<file path="config.mk">
export PLATFORM = sky130hd
export DESIGN_NAME = uotg_regs
export DESIGN_NICKNAME = d
export VERILOG_FILES = /design/src/shared/uotg_pkg.sv /design/src/design/uotg_ep_regs.sv /design/src/design/uotg_irq.sv /design/src/design/uotg_regs.sv
export VERILOG_INCLUDE_DIRS = /design/src /design/src/shared
export SDC_FILE = /design/constraint.sdc
export NUM_CORES = 1
export LEC_CHECK = 0
export BUFFER_PORTS_ARGS = -buffer_cell sky130_fd_sc_hd__buf_2
export CORE_AREA = 2 2 287 289
export DETAILED_ROUTE_END_ITERATION = 6
export DIE_AREA = 0 0 289 291
export GPL_TIMING_DRIVEN = 0
export MAX_ROUTING_LAYER = met4
export PLACE_DENSITY = 0.58
export SYNTH_ARGS = -nofsm -noshare
export SYNTH_HDL_FRONTEND = slang
export SYNTH_SLANG_ARGS = --single-unit
</file>
<file path="constraint.sdc">
create_clock -name pclk -period 3.9 [get_ports pclk]
set_clock_uncertainty 0.2 [all_clocks]
set_input_delay 0.39 -clock pclk [delete_from_list [all_inputs] [get_ports pclk]]
set_output_delay 0.39 -clock pclk [all_outputs]
set_load 0.02 [all_outputs]
</file>
<file path="src/shared/uotg_params.svh">
// offsets, field positions, reset values and fixed figures of the register group
`ifndef UOTG_PARAMS_SVH
`define UOTG_PARAMS_SVH
// ************************************************************
// register byte offsets
// ************************************************************
`define UOTG_DEVICE_CONTROL_OFS 12'h000
`define UOTG_HWVER_OFS 12'h004
`define UOTG_IRQ_STAT_OFS 12'h008
`define UOTG_IRQ_MASK_OFS 12'h00c
`define UOTG_EP_PAGE 4'h1
// word index of each register inside one endpoint-direction slot
`define UOTG_EP_SIZE 3'd0
`define UOTG_EP_START 3'd1
`define UOTG_EP_FUNC 3'd2
`define UOTG_EP_HUB 3'd3
`define UOTG_EP_PORT 3'd4
// ************************************************************
// field positions and figures
// ************************************************************
`define UOTG_ROLE_BIT 7
`define UOTG_HNP_BIT 1
`define UOTG_SESS_BIT 0
`define UOTG_DPB_BIT 4
`define UOTG_MULT_BIT 7
`define UOTG_SZ_BASE_EXP 5'd3
`define UOTG_START_UNIT_LOG2 3
`define UOTG_EP0_BYTES 20'h00040
`define UOTG_EP0_START 16'h0000
`define UOTG_NUM_EV 4
`define UOTG_RST_BYTE 8'h00
`endif

</file>
<file path="src/shared/uotg_pkg.sv">
// shared types of the dual-role controller register group
package uotg_pkg;
   // one direction of one endpoint: fifo placement and target addressing
   typedef struct packed {
      logic double_buffer_enable;
      logic [3:0] fifo_size_code;
      logic [12:0] start;
      logic [6:0] target_function_address;
      logic multi_translator_flag;
      logic [6:0] target_hub_address;
      logic [6:0] target_hub_port_number;
   } uotg_ep_cfg_type;
   // fifo geometry in bytes, as the packet buffer logic uses it
   typedef struct packed {
      logic [19:0] bytes;
      logic [15:0] start;
   } uotg_fifo_geom_type;
endpackage

</file>
<file path="src/design/uotg_ep_regs.sv">
// fifo size, fifo start and target address registers of one endpoint direction
`timescale 1ns/1ps
`default_nettype none
`include "uotg_params.svh"
module uotg_ep_regs (
   input wire logic pclk, // bus clock
   input wire logic presetn, // async reset, low
   input wire logic wr_en, // write strobe for this slot
   input wire logic [2:0] sel, // word index in the slot
   input wire logic [15:0] wdata, // write data
   output logic [15:0] rdata, // read data of sel
   output logic hit, // sel is a mapped register
   output uotg_pkg::uotg_ep_cfg_type cfg, // stored settings
   output uotg_pkg::uotg_fifo_geom_type geom // derived byte geometry
);
   import uotg_pkg::*;
   uotg_ep_cfg_type cfg_ff;
   uotg_ep_cfg_type nxt_cfg;
   wire [4:0] exp_w;
   // each register takes only its own field bits; reserved bits are dropped
   always_comb begin
      nxt_cfg = cfg_ff;
      if (wr_en) begin
         case (sel)
            `UOTG_EP_SIZE: begin
               nxt_cfg.double_buffer_enable = wdata[`UOTG_DPB_BIT];
               nxt_cfg.fifo_size_code = wdata[3:0];
            end
            `UOTG_EP_START: nxt_cfg.start = wdata[12:0];
            `UOTG_EP_FUNC: nxt_cfg.target_function_address = wdata[6:0];
            `UOTG_EP_HUB: begin
               nxt_cfg.multi_translator_flag = wdata[`UOTG_MULT_BIT];
               nxt_cfg.target_hub_address = wdata[6:0];
            end
            `UOTG_EP_PORT: nxt_cfg.target_hub_port_number = wdata[6:0];
            default: ;
         endcase
      end
   end
   always_ff @(posedge pclk or negedge presetn) begin
      if (!presetn) begin
         cfg_ff <= '0;
      end else begin
         cfg_ff <= nxt_cfg;
      end
   end
   // read view and derived geometry; double buffering doubles the block
   assign hit = (sel <= `UOTG_EP_PORT);
   assign rdata = (sel == `UOTG_EP_SIZE) ?
                  {11'h000, cfg_ff.double_buffer_enable, cfg_ff.fifo_size_code} :
                  (sel == `UOTG_EP_START) ? {3'h0, cfg_ff.start} :
                  (sel == `UOTG_EP_FUNC) ? {9'h000, cfg_ff.target_function_address} :
                  (sel == `UOTG_EP_HUB) ?
                  {8'h00, cfg_ff.multi_translator_flag, cfg_ff.target_hub_address} :
                  (sel == `UOTG_EP_PORT) ? {9'h000, cfg_ff.target_hub_port_number} :
                  16'h0000;
   assign exp_w = {1'b0, cfg_ff.fifo_size_code} + `UOTG_SZ_BASE_EXP
                  + {4'h0, cfg_ff.double_buffer_enable};
   assign geom.bytes = 20'h00001 << exp_w;
   assign geom.start = {cfg_ff.start, 3'b000};
   assign cfg = cfg_ff;
   chk_size_from_code: assert property (@(posedge pclk) disable iff (!presetn)
      wr_en && sel == `UOTG_EP_SIZE |=> geom.bytes ==
      (20'h00001 << ($past(wdata[4]) ? $past(wdata[3:0]) + 5'd4 : $past(wdata[3:0]) + 5'd3)))
      else $error("fifo byte size does not follow the written size code");
   chk_start_eight_units: assert property (@(posedge pclk) disable iff (!presetn)
      wr_en && sel == `UOTG_EP_START |=> geom.start == 16'($past(wdata[12:0]) * 8))
      else $error("fifo start is not eight times the written field");
   chk_hub_mult_kept: assert property (@(posedge pclk) disable iff (!presetn)
      wr_en && sel == `UOTG_EP_HUB |=> cfg.multi_translator_flag == $past(wdata[7])
      && cfg.target_hub_address == $past(wdata[6:0]))
      else $error("translator flag not stored from bit seven");
endmodule
`default_nettype wire

</file>
<file path="src/design/uotg_irq.sv">
// sticky event status, mask and pending level
`timescale 1ns/1ps
`default_nettype none
module uotg_irq #(
   parameter int NUM_EV = 4 // number of event lines
) (
   input wire logic pclk, // bus clock
   input wire logic presetn, // async reset, low
   input wire logic [NUM_EV-1:0] ev, // one-cycle event pulses
   input wire logic stat_wr, // write-one-to-clear strobe
   input wire logic mask_wr, // mask write strobe
   input wire logic [NUM_EV-1:0] wdata, // write data
   output logic [NUM_EV-1:0] stat, // sticky status
   output logic [NUM_EV-1:0] mask, // enable mask
   output logic pend // an unmasked bit is set
);
   logic [NUM_EV-1:0] stat_ff;
   logic [NUM_EV-1:0] mask_ff;
   wire [NUM_EV-1:0] nxt_stat;
   wire [NUM_EV-1:0] nxt_mask;
   initial begin
      if (NUM_EV < 1 || NUM_EV > 32) $error("event count out of range");
   end
   // a new event wins over a clear written in the same cycle
   assign nxt_stat = ev | (stat_ff & ~(stat_wr ? wdata : '0));
   assign nxt_mask = mask_wr ? wdata : mask_ff;
   always_ff @(posedge pclk or negedge presetn) begin
      if (!presetn) begin
         stat_ff <= '0;
         mask_ff <= '0;
      end else begin
         stat_ff <= nxt_stat;
         mask_ff <= nxt_mask;
      end
   end
   assign stat = stat_ff;
   assign mask = mask_ff;
   assign pend = |(stat_ff & mask_ff);
   chk_event_sticks: assert property (@(posedge pclk) disable iff (!presetn)
      ev[0] |=> stat[0] ##1 (stat[0] || $past(stat_wr && wdata[0])))
      else $error("event bit lost or cleared without a write");
endmodule
`default_nettype wire

</file>
<file path="src/design/uotg_regs.sv">
// device control, fifo sizing, version and host target registers on apb
//
// Added by the designer: the address map and the APB slave port.
`timescale 1ns/1ps
`default_nettype none
`include "uotg_params.svh"
module uotg_regs #(
   parameter int NUM_EP = 4, // dynamically sized endpoints
   parameter logic REL_CAND = 1'b0, // arbitrary value
   parameter logic [4:0] VER_MAJOR = 5'h01, // arbitrary value
   parameter logic [9:0] VER_MINOR = 10'h000 // arbitrary value
) (
   input wire logic pclk, // bus clock
   input wire logic presetn, // async reset, low
   input wire logic psel, // apb select
   input wire logic penable, // apb access phase
   input wire logic pwrite, // apb direction
   input wire logic [11:0] paddr, // apb byte address
   input wire logic [31:0] pwdata, // apb write data
   output logic [31:0] prdata, // apb read data
   output logic pready, // apb ready
   output logic pslverr, // apb error, unmapped address
   input wire logic a_or_b_role, // 0 a side, 1 b side
   input wire logic fast_peer_seen, // full or high speed peer
   input wire logic slow_peer_seen, // low speed peer
   input wire logic [1:0] vbus_level, // supply band
   input wire logic acting_host_flag, // controller is host
   input wire logic suspended, // bus is in suspend
   input wire logic hnp_done, // negotiation finished, pulse
   input wire logic sess_began, // b side session start, pulse
   input wire logic sess_ended, // b side session end, pulse
   output logic session, // session bit
   output logic hnp_start, // negotiation may run, level
   output logic srp_start, // session request, pulse
   output logic soft_disconnect, // software disconnect, pulse
   output logic irq, // interrupt, level
   output uotg_pkg::uotg_fifo_geom_type [2*NUM_EP:0] fifo_geom, // 0 is endpoint 0
   output uotg_pkg::uotg_ep_cfg_type [2*NUM_EP-1:0] ep_cfg // (ep-1)*2+rx
);
   import uotg_pkg::*;
   localparam int NEPS = 2 * NUM_EP;
   localparam int NUM_EV = `UOTG_NUM_EV;

   initial begin
      if (NUM_EP < 1 || NUM_EP > 4) $error("endpoint count must be 1 to 4");
      if (VER_MINOR > 10'd999) $error("minor version above 999");
   end

   // ************************************************************
   // apb decode
   // ************************************************************
   logic pready_ff;
   logic pslverr_ff;
   logic [31:0] prdata_ff;
   wire acc;
   wire wr_acc;
   wire rd_acc;
   wire is_dev;
   wire is_ver;
   wire is_stat;
   wire is_mask;
   wire is_ep;
   wire mapped;
   wire [2:0] ep_idx;
   wire [2:0] ep_sel;
   wire [31:0] rd_word;

   // one wait state: the answer is registered, so pready rises one edge
   // after the access phase opens and drops again right after
   assign acc = psel & penable & ~pready_ff;
   assign wr_acc = acc & pwrite;
   assign rd_acc = acc & ~pwrite;
   assign ep_idx = paddr[7:5];
   assign ep_sel = paddr[4:2];
   assign is_dev = (paddr == `UOTG_DEVICE_CONTROL_OFS);
   assign is_ver = (paddr == `UOTG_HWVER_OFS);
   assign is_stat = (paddr == `UOTG_IRQ_STAT_OFS);
   assign is_mask = (paddr == `UOTG_IRQ_MASK_OFS);

   // ************************************************************
   // endpoint slots, transmit and receive kept apart
   // ************************************************************
   logic [15:0] ep_rdata [0:7];
   logic [7:0] ep_hit;
   uotg_fifo_geom_type geom_ff [0:NEPS];
   uotg_fifo_geom_type ep_geom [0:7];

   assign is_ep = (paddr[11:8] == `UOTG_EP_PAGE) && (paddr[1:0] == 2'b00)
                  && (32'(ep_idx) < NEPS) && ep_hit[ep_idx];

   genvar gi;
   generate
      for (gi = 0; gi < 8; gi = gi + 1) begin : g_ep
         if (gi < NEPS) begin : g_on
            wire slot_wr;
            // every slot has its own storage, so no direction shadows another
            assign slot_wr = wr_acc && is_ep && (ep_idx == 3'(gi));
            uotg_ep_regs u_ep (
               .pclk(pclk),
               .presetn(presetn),
               .wr_en(slot_wr),
               .sel(ep_sel),
               .wdata(pwdata[15:0]),
               .rdata(ep_rdata[gi]),
               .hit(ep_hit[gi]),
               .cfg(ep_cfg[gi]),
               .geom(ep_geom[gi])
            );
            // geometry is retimed so the buffer logic sees flop outputs
            always_ff @(posedge pclk or negedge presetn) begin
               if (!presetn) begin
                  geom_ff[gi+1] <= '0;
               end else begin
                  geom_ff[gi+1] <= ep_geom[gi];
               end
            end
            assign fifo_geom[gi+1] = geom_ff[gi+1];
         end else begin : g_off
            assign ep_rdata[gi] = 16'h0000;
            assign ep_hit[gi] = 1'b0;
            assign ep_geom[gi] = '0;
         end
      end
   endgenerate

   // endpoint 0 is not programmable: 64 bytes at the bottom of the ram
   always_ff @(posedge pclk or negedge presetn) begin
      if (!presetn) begin
         geom_ff[0] <= {`UOTG_EP0_BYTES, `UOTG_EP0_START};
      end else begin
         geom_ff[0] <= {`UOTG_EP0_BYTES, `UOTG_EP0_START};
      end
   end
   assign fifo_geom[0] = geom_ff[0];

   // ************************************************************
   // device control
   // ************************************************************
   logic session_ff;
   logic hnp_req_ff;
   logic hnp_start_ff;
   logic srp_ff;
   logic sdis_ff;
   wire dev_wr;
   wire nxt_session;
   wire nxt_hnp_req;
   wire nxt_hnp_start;
   wire nxt_srp;
   wire nxt_sdis;
   wire [7:0] device_control_view;

   assign dev_wr = wr_acc & is_dev;

   // read view; peer speed flags only mean something in host mode, so
   // they are masked outside it rather than showing stale line states
   assign device_control_view = {a_or_b_role,
                         fast_peer_seen & acting_host_flag,
                         slow_peer_seen & acting_host_flag,
                         vbus_level,
                         acting_host_flag,
                         hnp_req_ff,
                         session_ff};

   // on the b side the controller's own session events beat a write
   assign nxt_session = (a_or_b_role & sess_began) ? 1'b1 :
                        (a_or_b_role & sess_ended) ? 1'b0 :
                        dev_wr ? pwdata[`UOTG_SESS_BIT] : session_ff;

   // a request written on the b side wins over a completion the same cycle
   assign nxt_hnp_req = (dev_wr & a_or_b_role) ? pwdata[`UOTG_HNP_BIT] :
                        hnp_done ? 1'b0 : hnp_req_ff;
   assign nxt_hnp_start = hnp_req_ff & a_or_b_role & suspended & ~hnp_done;

   // session request on a rising write; disconnect on a clear in suspend
   assign nxt_srp = dev_wr & pwdata[`UOTG_SESS_BIT] & ~session_ff;
   assign nxt_sdis = dev_wr & ~pwdata[`UOTG_SESS_BIT] & session_ff & suspended;

   always_ff @(posedge pclk or negedge presetn) begin
      if (!presetn) begin
         session_ff <= 1'b0;
         hnp_req_ff <= 1'b0;
         hnp_start_ff <= 1'b0;
         srp_ff <= 1'b0;
         sdis_ff <= 1'b0;
      end else begin
         session_ff <= nxt_session;
         hnp_req_ff <= nxt_hnp_req;
         hnp_start_ff <= nxt_hnp_start;
         srp_ff <= nxt_srp;
         sdis_ff <= nxt_sdis;
      end
   end

   assign session = session_ff;
   assign hnp_start = hnp_start_ff;
   assign srp_start = srp_ff;
   assign soft_disconnect = sdis_ff;

   // ************************************************************
   // events and interrupt
   // ************************************************************
   logic irq_ff;
   wire [NUM_EV-1:0] ev;
   wire [NUM_EV-1:0] irq_stat;
   wire [NUM_EV-1:0] irq_mask;
   wire irq_pend;

   // bit 0 session up, 1 session down, 2 negotiation done, 3 disconnect
   assign ev = {nxt_sdis,
                hnp_done & hnp_req_ff,
                session_ff & ~nxt_session,
                nxt_session & ~session_ff};

   uotg_irq #(
      .NUM_EV(NUM_EV)
   ) u_irq (
      .pclk(pclk),
      .presetn(presetn),
      .ev(ev),
      .stat_wr(wr_acc & is_stat),
      .mask_wr(wr_acc & is_mask),
      .wdata(pwdata[NUM_EV-1:0]),
      .stat(irq_stat),
      .mask(irq_mask),
      .pend(irq_pend)
   );

   always_ff @(posedge pclk or negedge presetn) begin
      if (!presetn) begin
         irq_ff <= 1'b0;
      end else begin
         irq_ff <= irq_pend;
      end
   end
   assign irq = irq_ff;

   // ************************************************************
   // read mux and apb answer
   // ************************************************************
   assign mapped = is_dev | is_ver | is_stat | is_mask | is_ep;
   assign rd_word = is_dev ? {24'h000000, device_control_view} :
                    is_ver ? {16'h0000, REL_CAND, VER_MAJOR, VER_MINOR} :
                    is_stat ? 32'(irq_stat) :
                    is_mask ? 32'(irq_mask) :
                    is_ep ? {16'h0000, ep_rdata[ep_idx]} :
                    32'h00000000;

   // data and error are held for the single cycle pready is high
   always_ff @(posedge pclk or negedge presetn) begin
      if (!presetn) begin
         pready_ff <= 1'b0;
         pslverr_ff <= 1'b0;
         prdata_ff <= 32'h00000000;
      end else begin
         pready_ff <= acc;
         pslverr_ff <= acc & ~mapped;
         prdata_ff <= rd_acc ? rd_word : 32'h00000000;
      end
   end

   assign pready = pready_ff;
   assign pslverr = pslverr_ff;
   assign prdata = prdata_ff;

   // ************************************************************
   // checks
   // ************************************************************
   chk_role_read: assert property (@(posedge pclk) disable iff (!presetn)
      rd_acc && is_dev |=> pready && prdata[`UOTG_ROLE_BIT] == $past(a_or_b_role))
      else $error("role bit does not show the role input");

   chk_fast_host_only: assert property (@(posedge pclk) disable iff (!presetn)
      rd_acc && is_dev |=> prdata[6] == $past(fast_peer_seen && acting_host_flag))
      else $error("fast peer flag wrong");

   chk_slow_host_only: assert property (@(posedge pclk) disable iff (!presetn)
      rd_acc && is_dev |=> prdata[5] == $past(slow_peer_seen && acting_host_flag))
      else $error("slow peer flag wrong");

   chk_vbus_band: assert property (@(posedge pclk) disable iff (!presetn)
      rd_acc && is_dev |=> prdata[4:3] == $past(vbus_level) && prdata[2] ==
      $past(acting_host_flag))
      else $error("supply band or host flag wrong");

   chk_hnp_cleared: assert property (@(posedge pclk) disable iff (!presetn)
      hnp_done && !dev_wr |=> !hnp_req_ff ##1 !hnp_start)
      else $error("host request survives negotiation end");

   chk_b_session_follows: assert property (@(posedge pclk) disable iff (!presetn)
      a_or_b_role && sess_ended && !sess_began |=> !session)
      else $error("b side session did not end");

   chk_soft_disc_pulse: assert property (@(posedge pclk) disable iff (!presetn)
      dev_wr && !pwdata[0] && session_ff && suspended |=> soft_disconnect ##1 !soft_disconnect)
      else $error("software disconnect not a single pulse");

   chk_ep0_fixed: assert property (@(posedge pclk) disable iff (!presetn)
      fifo_geom[0].bytes == 20'h00040 && fifo_geom[0].start == 16'h0000)
      else $error("endpoint 0 fifo moved");

   chk_version_read: assert property (@(posedge pclk) disable iff (!presetn)
      rd_acc && is_ver |=> prdata[15:0] == {REL_CAND, VER_MAJOR, VER_MINOR}
      && prdata[31:16] == 16'h0000)
      else $error("version word wrong");

   chk_apb_one_wait: assert property (@(posedge pclk) disable iff (!presetn)
      psel && penable && !pready |=> pready ##1 !pready)
      else $error("apb answer not one cycle after access");
endmodule
`default_nettype wire

</file>
### Word-level counts from Yosys, hierarchy flattened

Cells that the tools add are included.

* register bits: 632
* word-level logic and storage cells: 279
* bits of input ports: 59
* output and inout port bits: 683

* eq/ne operators: 15
* add/subtract/negate cells: 16
* $lt $le $gt $ge: 3
* shift-type cells: 8
* bitwise operators: 40
* mux-type cells: 57
* reductions and logical operators: 57

Operators by type and width (count)
* 16-bit two-way mux: 36
* 1-bit by 5-bit << shifter with 20-bit output, first input constant: 8
* 32-bit two-way mux: 4
* 2-bit AND reduction: 40
* 7-bit two-way mux: 8
* 16-bit binary-select mux with 3-bit select: 1
* 4-bit by 2-bit adder with 5-bit output, second input constant: 8
* 5-bit by 1-bit adder with 5-bit output: 8
* 1-bit bitwise AND: 24
* 12-bit by 4-bit equality test with 1-bit output, second input constant: 2
* 3-bit equality test, second input constant: 5
* 12-bit by 3-bit equality test with 1-bit output, second input constant: 1
* 3-bit by 2-bit equality test with 1-bit output, second input constant: 4
* 12-bit logical NOT: 1
* 1-bit logical AND: 11
* 4-bit bitwise AND: 2
* 1-bit NOT: 7
* 3-bit by 1-bit equality test with 1-bit output, second input constant: 2
* 3-bit logical NOT: 2
* 1-bit two-way mux: 6
* 4-bit by 1-bit equality test with 1-bit output, second input constant: 1
* 4-bit >= comparator, second input constant: 1
* 3-bit by 4-bit < comparator with 1-bit output, second input constant: 1
* 4-bit two-way mux: 1
* 9 further kinds: 12

### Longest topological paths before layout

Gate-level depths: netlist of the first run.

* word-level depth: 15
* gate-level depth with buffers: 9
* depth with buffers taken out: 7

### Hierarchy

A second synthesis of the first run with hierarchy kept.

* cell total of the unflattened synthesis: 2329
* area, all modules: 29256.8 um^2

Modules (own cells, without submodules)
* uotg_ep_regs: times used 8, area each 2396.0 um^2, seq. area each 1001.0 um^2, cells each 220
* uotg_regs: times used 1, area each 9779.4 um^2, seq. area each 7807.5 um^2, cells each 546
* uotg_irq: times used 1, area each 309.0 um^2, seq. area each 200.2 um^2, cells each 23

### Worst setup path after synthesis of the first run

Ideal clock, no wire load.

* path type: in2reg
* start: input port paddr[11]
* end: register g_ep[6].g_on.u_ep.cfg_ff (netlist bit g_ep[6].g_on.u_ep.cfg[29])
* stages on the path: 8
* setup slack: 1271 ps
* path buffers: 2
* data required time: 3575 ps
* library setup time: 125 ps
* data arrival time: 2304 ps
* cells stage by stage: nor4_1 > and4_1 > clkbuf_1 > and3_1 > nand2_1 > nor2_1 > buf_2 > mux2_2

* cells in the longest elaborated chain, start to end: 6

Ends and longest elaborated chain
* from (decl): line uotg_regs.sv:18 `input wire logic [11:0] paddr,`
* 4-bit by 1-bit equality test with 1-bit output (no line)
* 1-bit logical AND (2 in a row): line uotg_regs.sv:88 `` assign is_ep = (paddr[11:8] == `UOTG_EP_PAGE) && (paddr[1:0] == 2'b00) ``
* 1-bit logical AND (2 in a row): line uotg_regs.sv:97 `assign slot_wr = wr_acc && is_ep && (ep_idx == 3'(gi));`
* 2-bit AND reduction (no line)
* to (signal assigned): line uotg_ep_regs.sv:44 `cfg_ff <= nxt_cfg;`
* to (decl): line uotg_ep_regs.sv:17 `uotg_ep_cfg_type cfg_ff;`

No other way between the ends.
A chain may end at the register's enable or synchronous reset.

### Worst setup path in the final report of the first run

* start: input port paddr[6]
* end: register prdata_ff[4], in the netlist prdata[4]

* cells in the longest elaborated chain, start to end: 10
* elaborated cells on any way between the ends: 17
* classes of those cells: eq/ne: 3; mux: 11; bitwise: 1; reduce/logical: 2

Ends and longest elaborated chain
* 3-bit NOT with 4-bit output (implied by the code): line uotg_regs.sv:245 `is_ep ? {16'h0000, ep_rdata[ep_idx]} :`
* 16-bit binary-select mux with 3-bit select: line uotg_regs.sv:245
* 16-bit two-way mux (implied by the code) (2 in a row): line uotg_regs.sv:245
* 16-bit two-way mux: line uotg_regs.sv:245
* 16-bit two-way mux: line uotg_regs.sv:244 `is_mask ? 32'(irq_mask) :`
* 32-bit two-way mux: line uotg_regs.sv:243 `is_stat ? 32'(irq_stat) :`
* 32-bit two-way mux: line uotg_regs.sv:242 `is_ver ? {16'h0000, REL_CAND, VER_MAJOR, VER_MINOR} :`
* 32-bit two-way mux *: line uotg_regs.sv:241 `assign rd_word = is_dev ? {24'h000000, device_control_view} :`
* 32-bit two-way mux *: line uotg_regs.sv:257 `prdata_ff <= rd_acc ? rd_word : 32'h00000000;`
* to (signal assigned): line uotg_regs.sv:257
* to (decl): line uotg_regs.sv:54 `logic [31:0] prdata_ff;`

Every way passes the cells marked *; elsewhere a longest branch is shown, timed or not. The select of a mux whose other input is x is not followed.

==> flow_metrics.env, run 1 <==
export IMPL_status="completed"
export IMPL_first_global_vias=19984
export IMPL_static_leakage_power_nw=18.3
export IMPL_criticalPathCategory="in2reg"
export IMPL_max_stage_delay_ns=0.99
export IMPL_rows=105
export IMPL_place_inst=3864
export IMPL_dr_first_iter_drc_count=1398
export IMPL_arrival_ns=4.08
export IMPL_gp_congestion=0.909
export IMPL_synth_cell_types=67
export IMPL_finalSetupViolCount=0
export IMPL_rsz0062_at_grt="no"
export IMPL_cts_tree="done"
export IMPL_r2r_slack_ns=0.38
export IMPL_yosysTopAreaCellShare_pct=59.0
export IMPL_syn_avg_cell_area_um2=12.6
export IMPL_powerDensity_mw_per_mm2=416
export IMPL_postRouteAntennaNets=0
export IMPL_grtUsageTotal_pct=26.7
export IMPL_power_w=0.0141
export IMPL_critical_path_endpoint_type="register"
export IMPL_clockBufferDepth=3
export IMPL_dieArea_mm2=0.0841
export IMPL_clock_root_buffer="clkbuf_16"
export IMPL_fmax_ghz=0.263
export IMPL_start_util_pct=32.0
export IMPL_ys_seq_area_share_pct=59.0
export IMPL_vias=19889
export IMPL_yosysWarnings=0
export IMPL_grt_overflow_total=0
export IMPL_yosys_top_cells_area="dfrtp_1 59%, mux2_2 15%, buf_4 5.3%"
export IMPL_drc=0
export IMPL_core_area_mm2=0.0812
export IMPL_cp_max_fo=10
export IMPL_synth_area_mm2=0.0260
export IMPL_fillCellCount=7966
export IMPL_clock_latency_ns=0.62
export IMPL_area_sequential_mm2=0.0153
export IMPL_grt_max_degree=110
export IMPL_cts_sinks=613
export IMPL_final_nets=2970
export IMPL_critPathBufInv=4
export IMPL_placedInstanceArea_mm2=0.0310
export IMPL_grt_pass1_wl_mm=153
export IMPL_holdWs_ns=0.0401
export IMPL_via_per_inst=4.93
export IMPL_slew_headroom_pct=12.7
export IMPL_worst_pin_slew_ns=1.30
export IMPL_r2r_end="g_ep[4].g_on.u_ep.cfg[33]"
export IMPL_critPathTopFamily="buffers and inverters"
export IMPL_crit_chain="buf_2 > buf_1 > buf_1 > clkbuf_1 > o211ai_1 > o21ai_0 > nand2_1 > nand4_1 > o211ai_1"
export IMPL_antenna_found_initial=15
export IMPL_fin_cells=4036
export IMPL_ios=742
export IMPL_worstHoldPathType="in2reg"
export IMPL_worstPathRequired_ns=4.18
export IMPL_tns_ns=0
export IMPL_synth_edf_count=0
export IMPL_start_kind="primary input"
export IMPL_post_cts_buffers=0
export IMPL_whs_endpoint="g_ep[3].g_on.u_ep.cfg[30]"
export IMPL_io_buffers=641
export IMPL_clk_pin_slew_worst_paths_ns=0.06
export IMPL_irDropWorstVdd_mv=0.320
export IMPL_cpMaxStageDelayCell="buf_1"
export IMPL_die_y_um=291
export IMPL_post_route_min_period_ns=3.80
export IMPL_dr_pass1_iters=5
export IMPL_cap_viol_max_count=0
export IMPL_syn2layout_area_growth_pct=29.8
export IMPL_min_from="pwdata[8]"
export IMPL_critPathLaunch="paddr[6]"
export IMPL_wirelength_mm=111
export IMPL_final_area_mm2=0.0338
export IMPL_r2r_cells=7
export IMPL_die_x_um=289
export IMPL_worstHoldPathCells=2
export IMPL_async_reset_ff_share_pct=100
export IMPL_period_share_pct=97.4
export IMPL_htreeDepth=3
export IMPL_hpwl_mm=86.0
export IMPL_finalHoldViolations=0
export IMPL_drive_gt1_share_pct=45.4
export IMPL_ys_flop_type="dfrtp_1"
export IMPL_wl_per_cell_um=27.5
export IMPL_multi_input_area_mm2=0.00898
export IMPL_synthCells=2070
export IMPL_drv_slew=0
export IMPL_numCtsBuffers=72
export IMPL_ys_ff_latch=613
export IMPL_synth_top_cell_by_area="dfrtp_1"
export IMPL_r2r_start="pready"
-- layout make-up --
type	instances	share of cell area, %
clock inverter	30	0.971
timing repair buffer	675	10.9
clock buffer	102	6.24
tap	1070	3.97
buffer	299	5.43
inverter	39	0.434
antenna	13	0.0963
multi-input combinational	1195	26.6
sequential	613	45.4
-- metal layers --
metal	vias up	GRT usage (%)	part of all wire [%]
li1	8676	-	-
met3	177	8.35	9.0
met1	10134	32.2	40
met2	902	42.6	48
met4	0	8.29	3.1
met5	-	-	0
-- power breakdown --
part           leakage [nW]  switching, W  internal [W]  total [W]
sequential             8.51    0.00000759       0.00637    0.00638
clock                  1.18       0.00285       0.00407    0.00692
combinational          8.58      0.000567      0.000192   0.000759
total                  18.3       0.00343        0.0106     0.0141
-- what timing repair did --
action,CTS,global route
setup endpoints to repair,0,1
endpoints found under the hold margin,119,0
hold buffers,28,0
gates resized for setup,0,0
-- state kept, by name (all words and copies together), names as in the netlist --
name,flops
u_irq.mask,4
hnp_start,1
soft_disconnect,1
srp_start,1
session,1
hnp_req_ff,1
irq,1
pslverr,1
pready,1
u_irq.stat,4
fifo_geom,264
prdata,13
g_ep.g_on.u_ep.cfg,320
-- kinds of logic (layout without fill, tap and decap cells) --
group	count (synthesis)	count (layout)	synth area share (%)
multiplexers	393	393	17.6
adder cells (fa/ha/maj)	16	16	0.770
buffers and inverters	339	1145	7.62
XOR/XNOR	8	8	0.269
AND/OR/NAND/NOR	437	437	7.97
other	2	92	0.0289
AO/OA/AOI/OAI	262	262	6.75
flip-flops	613	613	59.0
-- per-stage QoR --
| stage | util [%] | setup WS (ns) |
|---|---|---|
| finish | 41.6 | 0.102 |
| global route | 41.6 | 0.0203 |
| CTS | 41.6 | 0.150 |
| detailed placement | 38.2 | -0.500 |
| global placement | 38.0 | -11.05 |
| floorplan | - | 1.27 |
-- placed cells by master (no fill, tap or decap), drive strengths merged, types with 25 or more instances in the layout --
master | netlist | routed
clkbuf | 90 | 191
nor2 | 188 | 188
a21oi | 59 | 59
nor3 | 54 | 54
nand2 | 92 | 92
o21ai | 46 | 46
nand2b | 32 | 32
mux2i | 39 | 39
inv | 38 | 40
a31oi | 25 | 25
dfrtp | 613 | 613
mux2 | 336 | 336
buf | 210 | 857
dlygate4sd3 | 0 | 28
conb | 2 | 79
-- worst max-delay path by stage --
| stage | end | cells past startpoint |
|---|---|---|
| floorplan | g_ep[6].g_on.u_ep.cfg[29] | 8 |
| global placement | fifo_geom[209] | 1 |
| detailed placement | prdata[6] | 8 |
| CTS | prdata[6] | 8 |
| global route | prdata[4] | 9 |
| finish | prdata[4] | 9 |
-- cell usage after synthesis (10+ instances only) --
cell / count
o21ai_0: 46
mux2_2: 336
a22oi_1: 20
a21oi_1: 59
mux2i_1: 39
mux4_2: 18
o22ai_1: 10
ha_1: 16
o211ai_1: 14
nor2_1: 184
nand2b_1: 32
nor3_1: 52
buf_4: 184
nand2_1: 91
a221oi_1: 18
buf_1: 11
inv_1: 38
a31oi_1: 25
dfrtp_1: 613
buf_2: 15
nor2b_1: 15
nor3b_1: 10
clkbuf_1: 90
No activity file was read; power rests on OpenSTA's default activity.
==> run 2, diff against run 1 <==
--- a/config.mk
+++ b/config.mk
@@ -12,7 +12,8 @@
 export DIE_AREA = 0 0 289 291
 export GPL_TIMING_DRIVEN = 0
 export MAX_ROUTING_LAYER = met4
-export PLACE_DENSITY = 0.58
+export PLACE_DENSITY = 0.62
 export SYNTH_ARGS = -nofsm -noshare
 export SYNTH_HDL_FRONTEND = slang
+export SYNTH_HIERARCHICAL = 1
 export SYNTH_SLANG_ARGS = --single-unit
==> flow_metrics.env, run 2 <==
export IMPL_syn2layout_area_growth_pct=28.0
export IMPL_clockBufferDepth=3
export IMPL_cap_viol_max_count=0
export IMPL_max_stage_delay_ns=0.50
export IMPL_yosysWarnings=6
export IMPL_synth_top_cell_by_area="dfrtp_1"
export IMPL_wl_per_cell_um=23.9
export IMPL_r2r_start="pready"
export IMPL_worstPathRequired_ns=4.19
export IMPL_crit_chain="clkbuf_4 > buf_2 > buf_2 > clkbuf_1 > o21ai_1 > mux2i_1 > a32o_1 > nor4_4 > or3b_4 > nor3_4 > and3_1 > buf_2 > buf_6 > mux2_1"
export IMPL_area_sequential_mm2=0.0160
export IMPL_dr_first_iter_drc_count=1402
export IMPL_period_share_pct=97.7
export IMPL_final_area_mm2=0.0375
export IMPL_wirelength_mm=103
export IMPL_clk_pin_slew_worst_paths_ns=0.06
export IMPL_cp_max_fo=12
export IMPL_yosys_top_cells_area="dfrtp_1 55%, mux2_2 10%, buf_4 5.4%"
export IMPL_critical_path_endpoint_type="register"
export IMPL_synthCells=2329
export IMPL_crit_path_frequent_cell="buf_2"
export IMPL_layout_common_cells="709 x buf_2, 640 x dfrtp_1, 266 x mux2_2, 222 x buf_4, 103 x nor2_1"
export IMPL_syn_avg_cell_area_um2=12.6
export IMPL_final_nets=3268
export IMPL_fmax_ghz=0.262
export IMPL_synth_area_mm2=0.0293
export IMPL_async_reset_ff_share_pct=100
export IMPL_drv_slew=0
export IMPL_holdWs_ns=0.0657
export IMPL_ios=742
export IMPL_htreeDepth=3
export IMPL_antenna_found_initial=7
export IMPL_slew_headroom_pct=14.8
export IMPL_grtUsageTotal_pct=24.8
export IMPL_post_route_min_period_ns=3.81
export IMPL_yosysTopAreaCellShare_pct=54.7
export IMPL_arrival_ns=4.10
export IMPL_io_buffers=668
export IMPL_drive_gt1_share_pct=44.2
export IMPL_dieArea_mm2=0.0841
export IMPL_die_x_um=289
export IMPL_grt_max_degree=119
export IMPL_worstHoldPathType="in2reg"
export IMPL_r2r_cells=10
export IMPL_synth_edf_count=0
export IMPL_start_util_pct=36.0
export IMPL_grt_pass1_wl_mm=148
export IMPL_cts_sinks=640
export IMPL_die_y_um=291
export IMPL_gp_congestion=0.898
export IMPL_multi_input_area_mm2=0.0114
export IMPL_irDropWorstVdd_mv=0.293
export IMPL_r2r_slack_ns=0.32
export IMPL_via_per_inst=4.96
export IMPL_hpwl_mm=76.7
export IMPL_cp_endpoint="g_ep[0].g_on.u_ep/cfg[24]"
export IMPL_grt_overflow_total=0
export IMPL_powerDensity_mw_per_mm2=396
export IMPL_dp_worst_setup_slack_ns=-1.78
export IMPL_drc=0
export IMPL_synth_cell_types=54
export IMPL_tns_ns=0
export IMPL_numCtsBuffers=74
export IMPL_ys_ff_latch=640
export IMPL_start_kind="primary input"
export IMPL_ys_seq_area_share_pct=54.7
export IMPL_postRouteAntennaNets=0
export IMPL_clock_latency_ns=0.63
export IMPL_ys_flop_type="dfrtp_1"
export IMPL_largest_reg_flops=320
export IMPL_vias=21476
export IMPL_finalSetupViolCount=0
export IMPL_dr_pass1_iters=5
export IMPL_status="completed"
export IMPL_r2r_end="g_ep[0].g_on.u_ep/cfg[24]"
export IMPL_rows=105
export IMPL_finalHoldViolations=0
export IMPL_cpMaxStageDelayCell="or3b_4"
export IMPL_core_area_mm2=0.0812
export IMPL_yosysMostFrequentCell="dfrtp_1"
export IMPL_yosys_top_cells_count="640 x dfrtp_1, 266 x mux2_2, 212 x buf_4"
export IMPL_criticalPathCategory="in2reg"
export IMPL_static_leakage_power_nw=20.2
export IMPL_fillCellCount=7566
export IMPL_placedInstanceArea_mm2=0.0345
export IMPL_layout_commonest_cell="buf_2"
export IMPL_cts_tree="done"
export IMPL_worst_pin_slew_ns=1.28
export IMPL_clock_root_buffer="clkbuf_16"
export IMPL_first_global_vias=21150
export IMPL_critPathLaunch="paddr[2]"
export IMPL_layout_setup_ws_ns=0.0890
-- run 2: cell count changes after synthesis, moves of 30 or more --
cell,change
nor2_1,-75
o21a_1,+35
mux2_2,-70
mux2_1,+84
mux2i_1,+55
nand3b_1,+47
nand3_1,+30
and3_1,+49
-- run 2: how the worst min path moves through the flow --
stage                        from  depth (start not counted)             end
CTS                        pwrite                          3      prdata[10]
floorplan                 presetn                          0  fifo_geom[100]
detailed placement        presetn                          1  fifo_geom[172]
global placement    u_irq/stat[1]                          1   u_irq/stat[1]
global route               pwrite                          3      prdata[10]
finish                     pwrite                          4   u_irq/stat[3]
-- run 2: repair_timing --
action	CTS	global route
setup endpoints to repair	320	234
endpoints found under the hold margin	247	0
pin swaps	6	1
hold buffers	18	0
setup buffers	9	1
gates resized for setup	28	6
-- run 2: cells by family (layout without fill, tap and decap cells) --
logic type      Yosys count  after routing  synth area share (%)
mux                     476            476                  19.1
simple gates            561            561                  11.7
flops                   640            640                  54.7
buf+inv                 367           1199                  7.85
fa+ha+maj                16             16                 0.684
compound gates          259            259                  5.73
other cells              10            107                 0.128
-- run 2: final cells by class --
cell class / count / area share [%]
Tap cell: 1070 / 3.57
Buffer: 336 / 5.82
Sequential cell: 640 / 42.8
Clock inverter: 27 / 1.03
Clock buffer: 107 / 5.95
Timing Repair Buffer: 702 / 10.1
Inverter: 27 / 0.271
Multi-Input combinational cell: 1412 / 30.4
Antenna cell: 7 / 0.0468
-- run 2: stage by stage --
step,utilization (%),cells,power [W]
after floorplan,-,2419,0.00718
after global placement,42.2,4157,0.00756
after detailed placement,42.4,4163,0.00758
after CTS,46.1,4323,0.0150
after global routing,46.1,4324,0.0154
final,46.1,4328,0.0148
-- run 2: per-layer routing --
layer	global-route usage (%)	part of all wire [%]
met1	31.2	42
met2	40.5	50
met3	4.39	5.6
met4	7.78	2.8
met5	-	0
-- run 2: worst max-delay path: cells and delay by family --
| kind | cells | cell delay (ns) |
|---|---|---|
| mux | 2 | 0.45 |
| simple gates | 4 | 1.25 |
| buf+inv | 6 | 1.43 |
| compound gates | 2 | 0.56 |
-- run 2: report_power, final --
group	internal [W]	switching (W)	leakage (nW)	total [W]
Sequential	0.00666	0.0000103	8.83	0.00667
Clock	0.00446	0.00291	1.28	0.00737
Combinational	0.000245	0.000560	10.1	0.000804
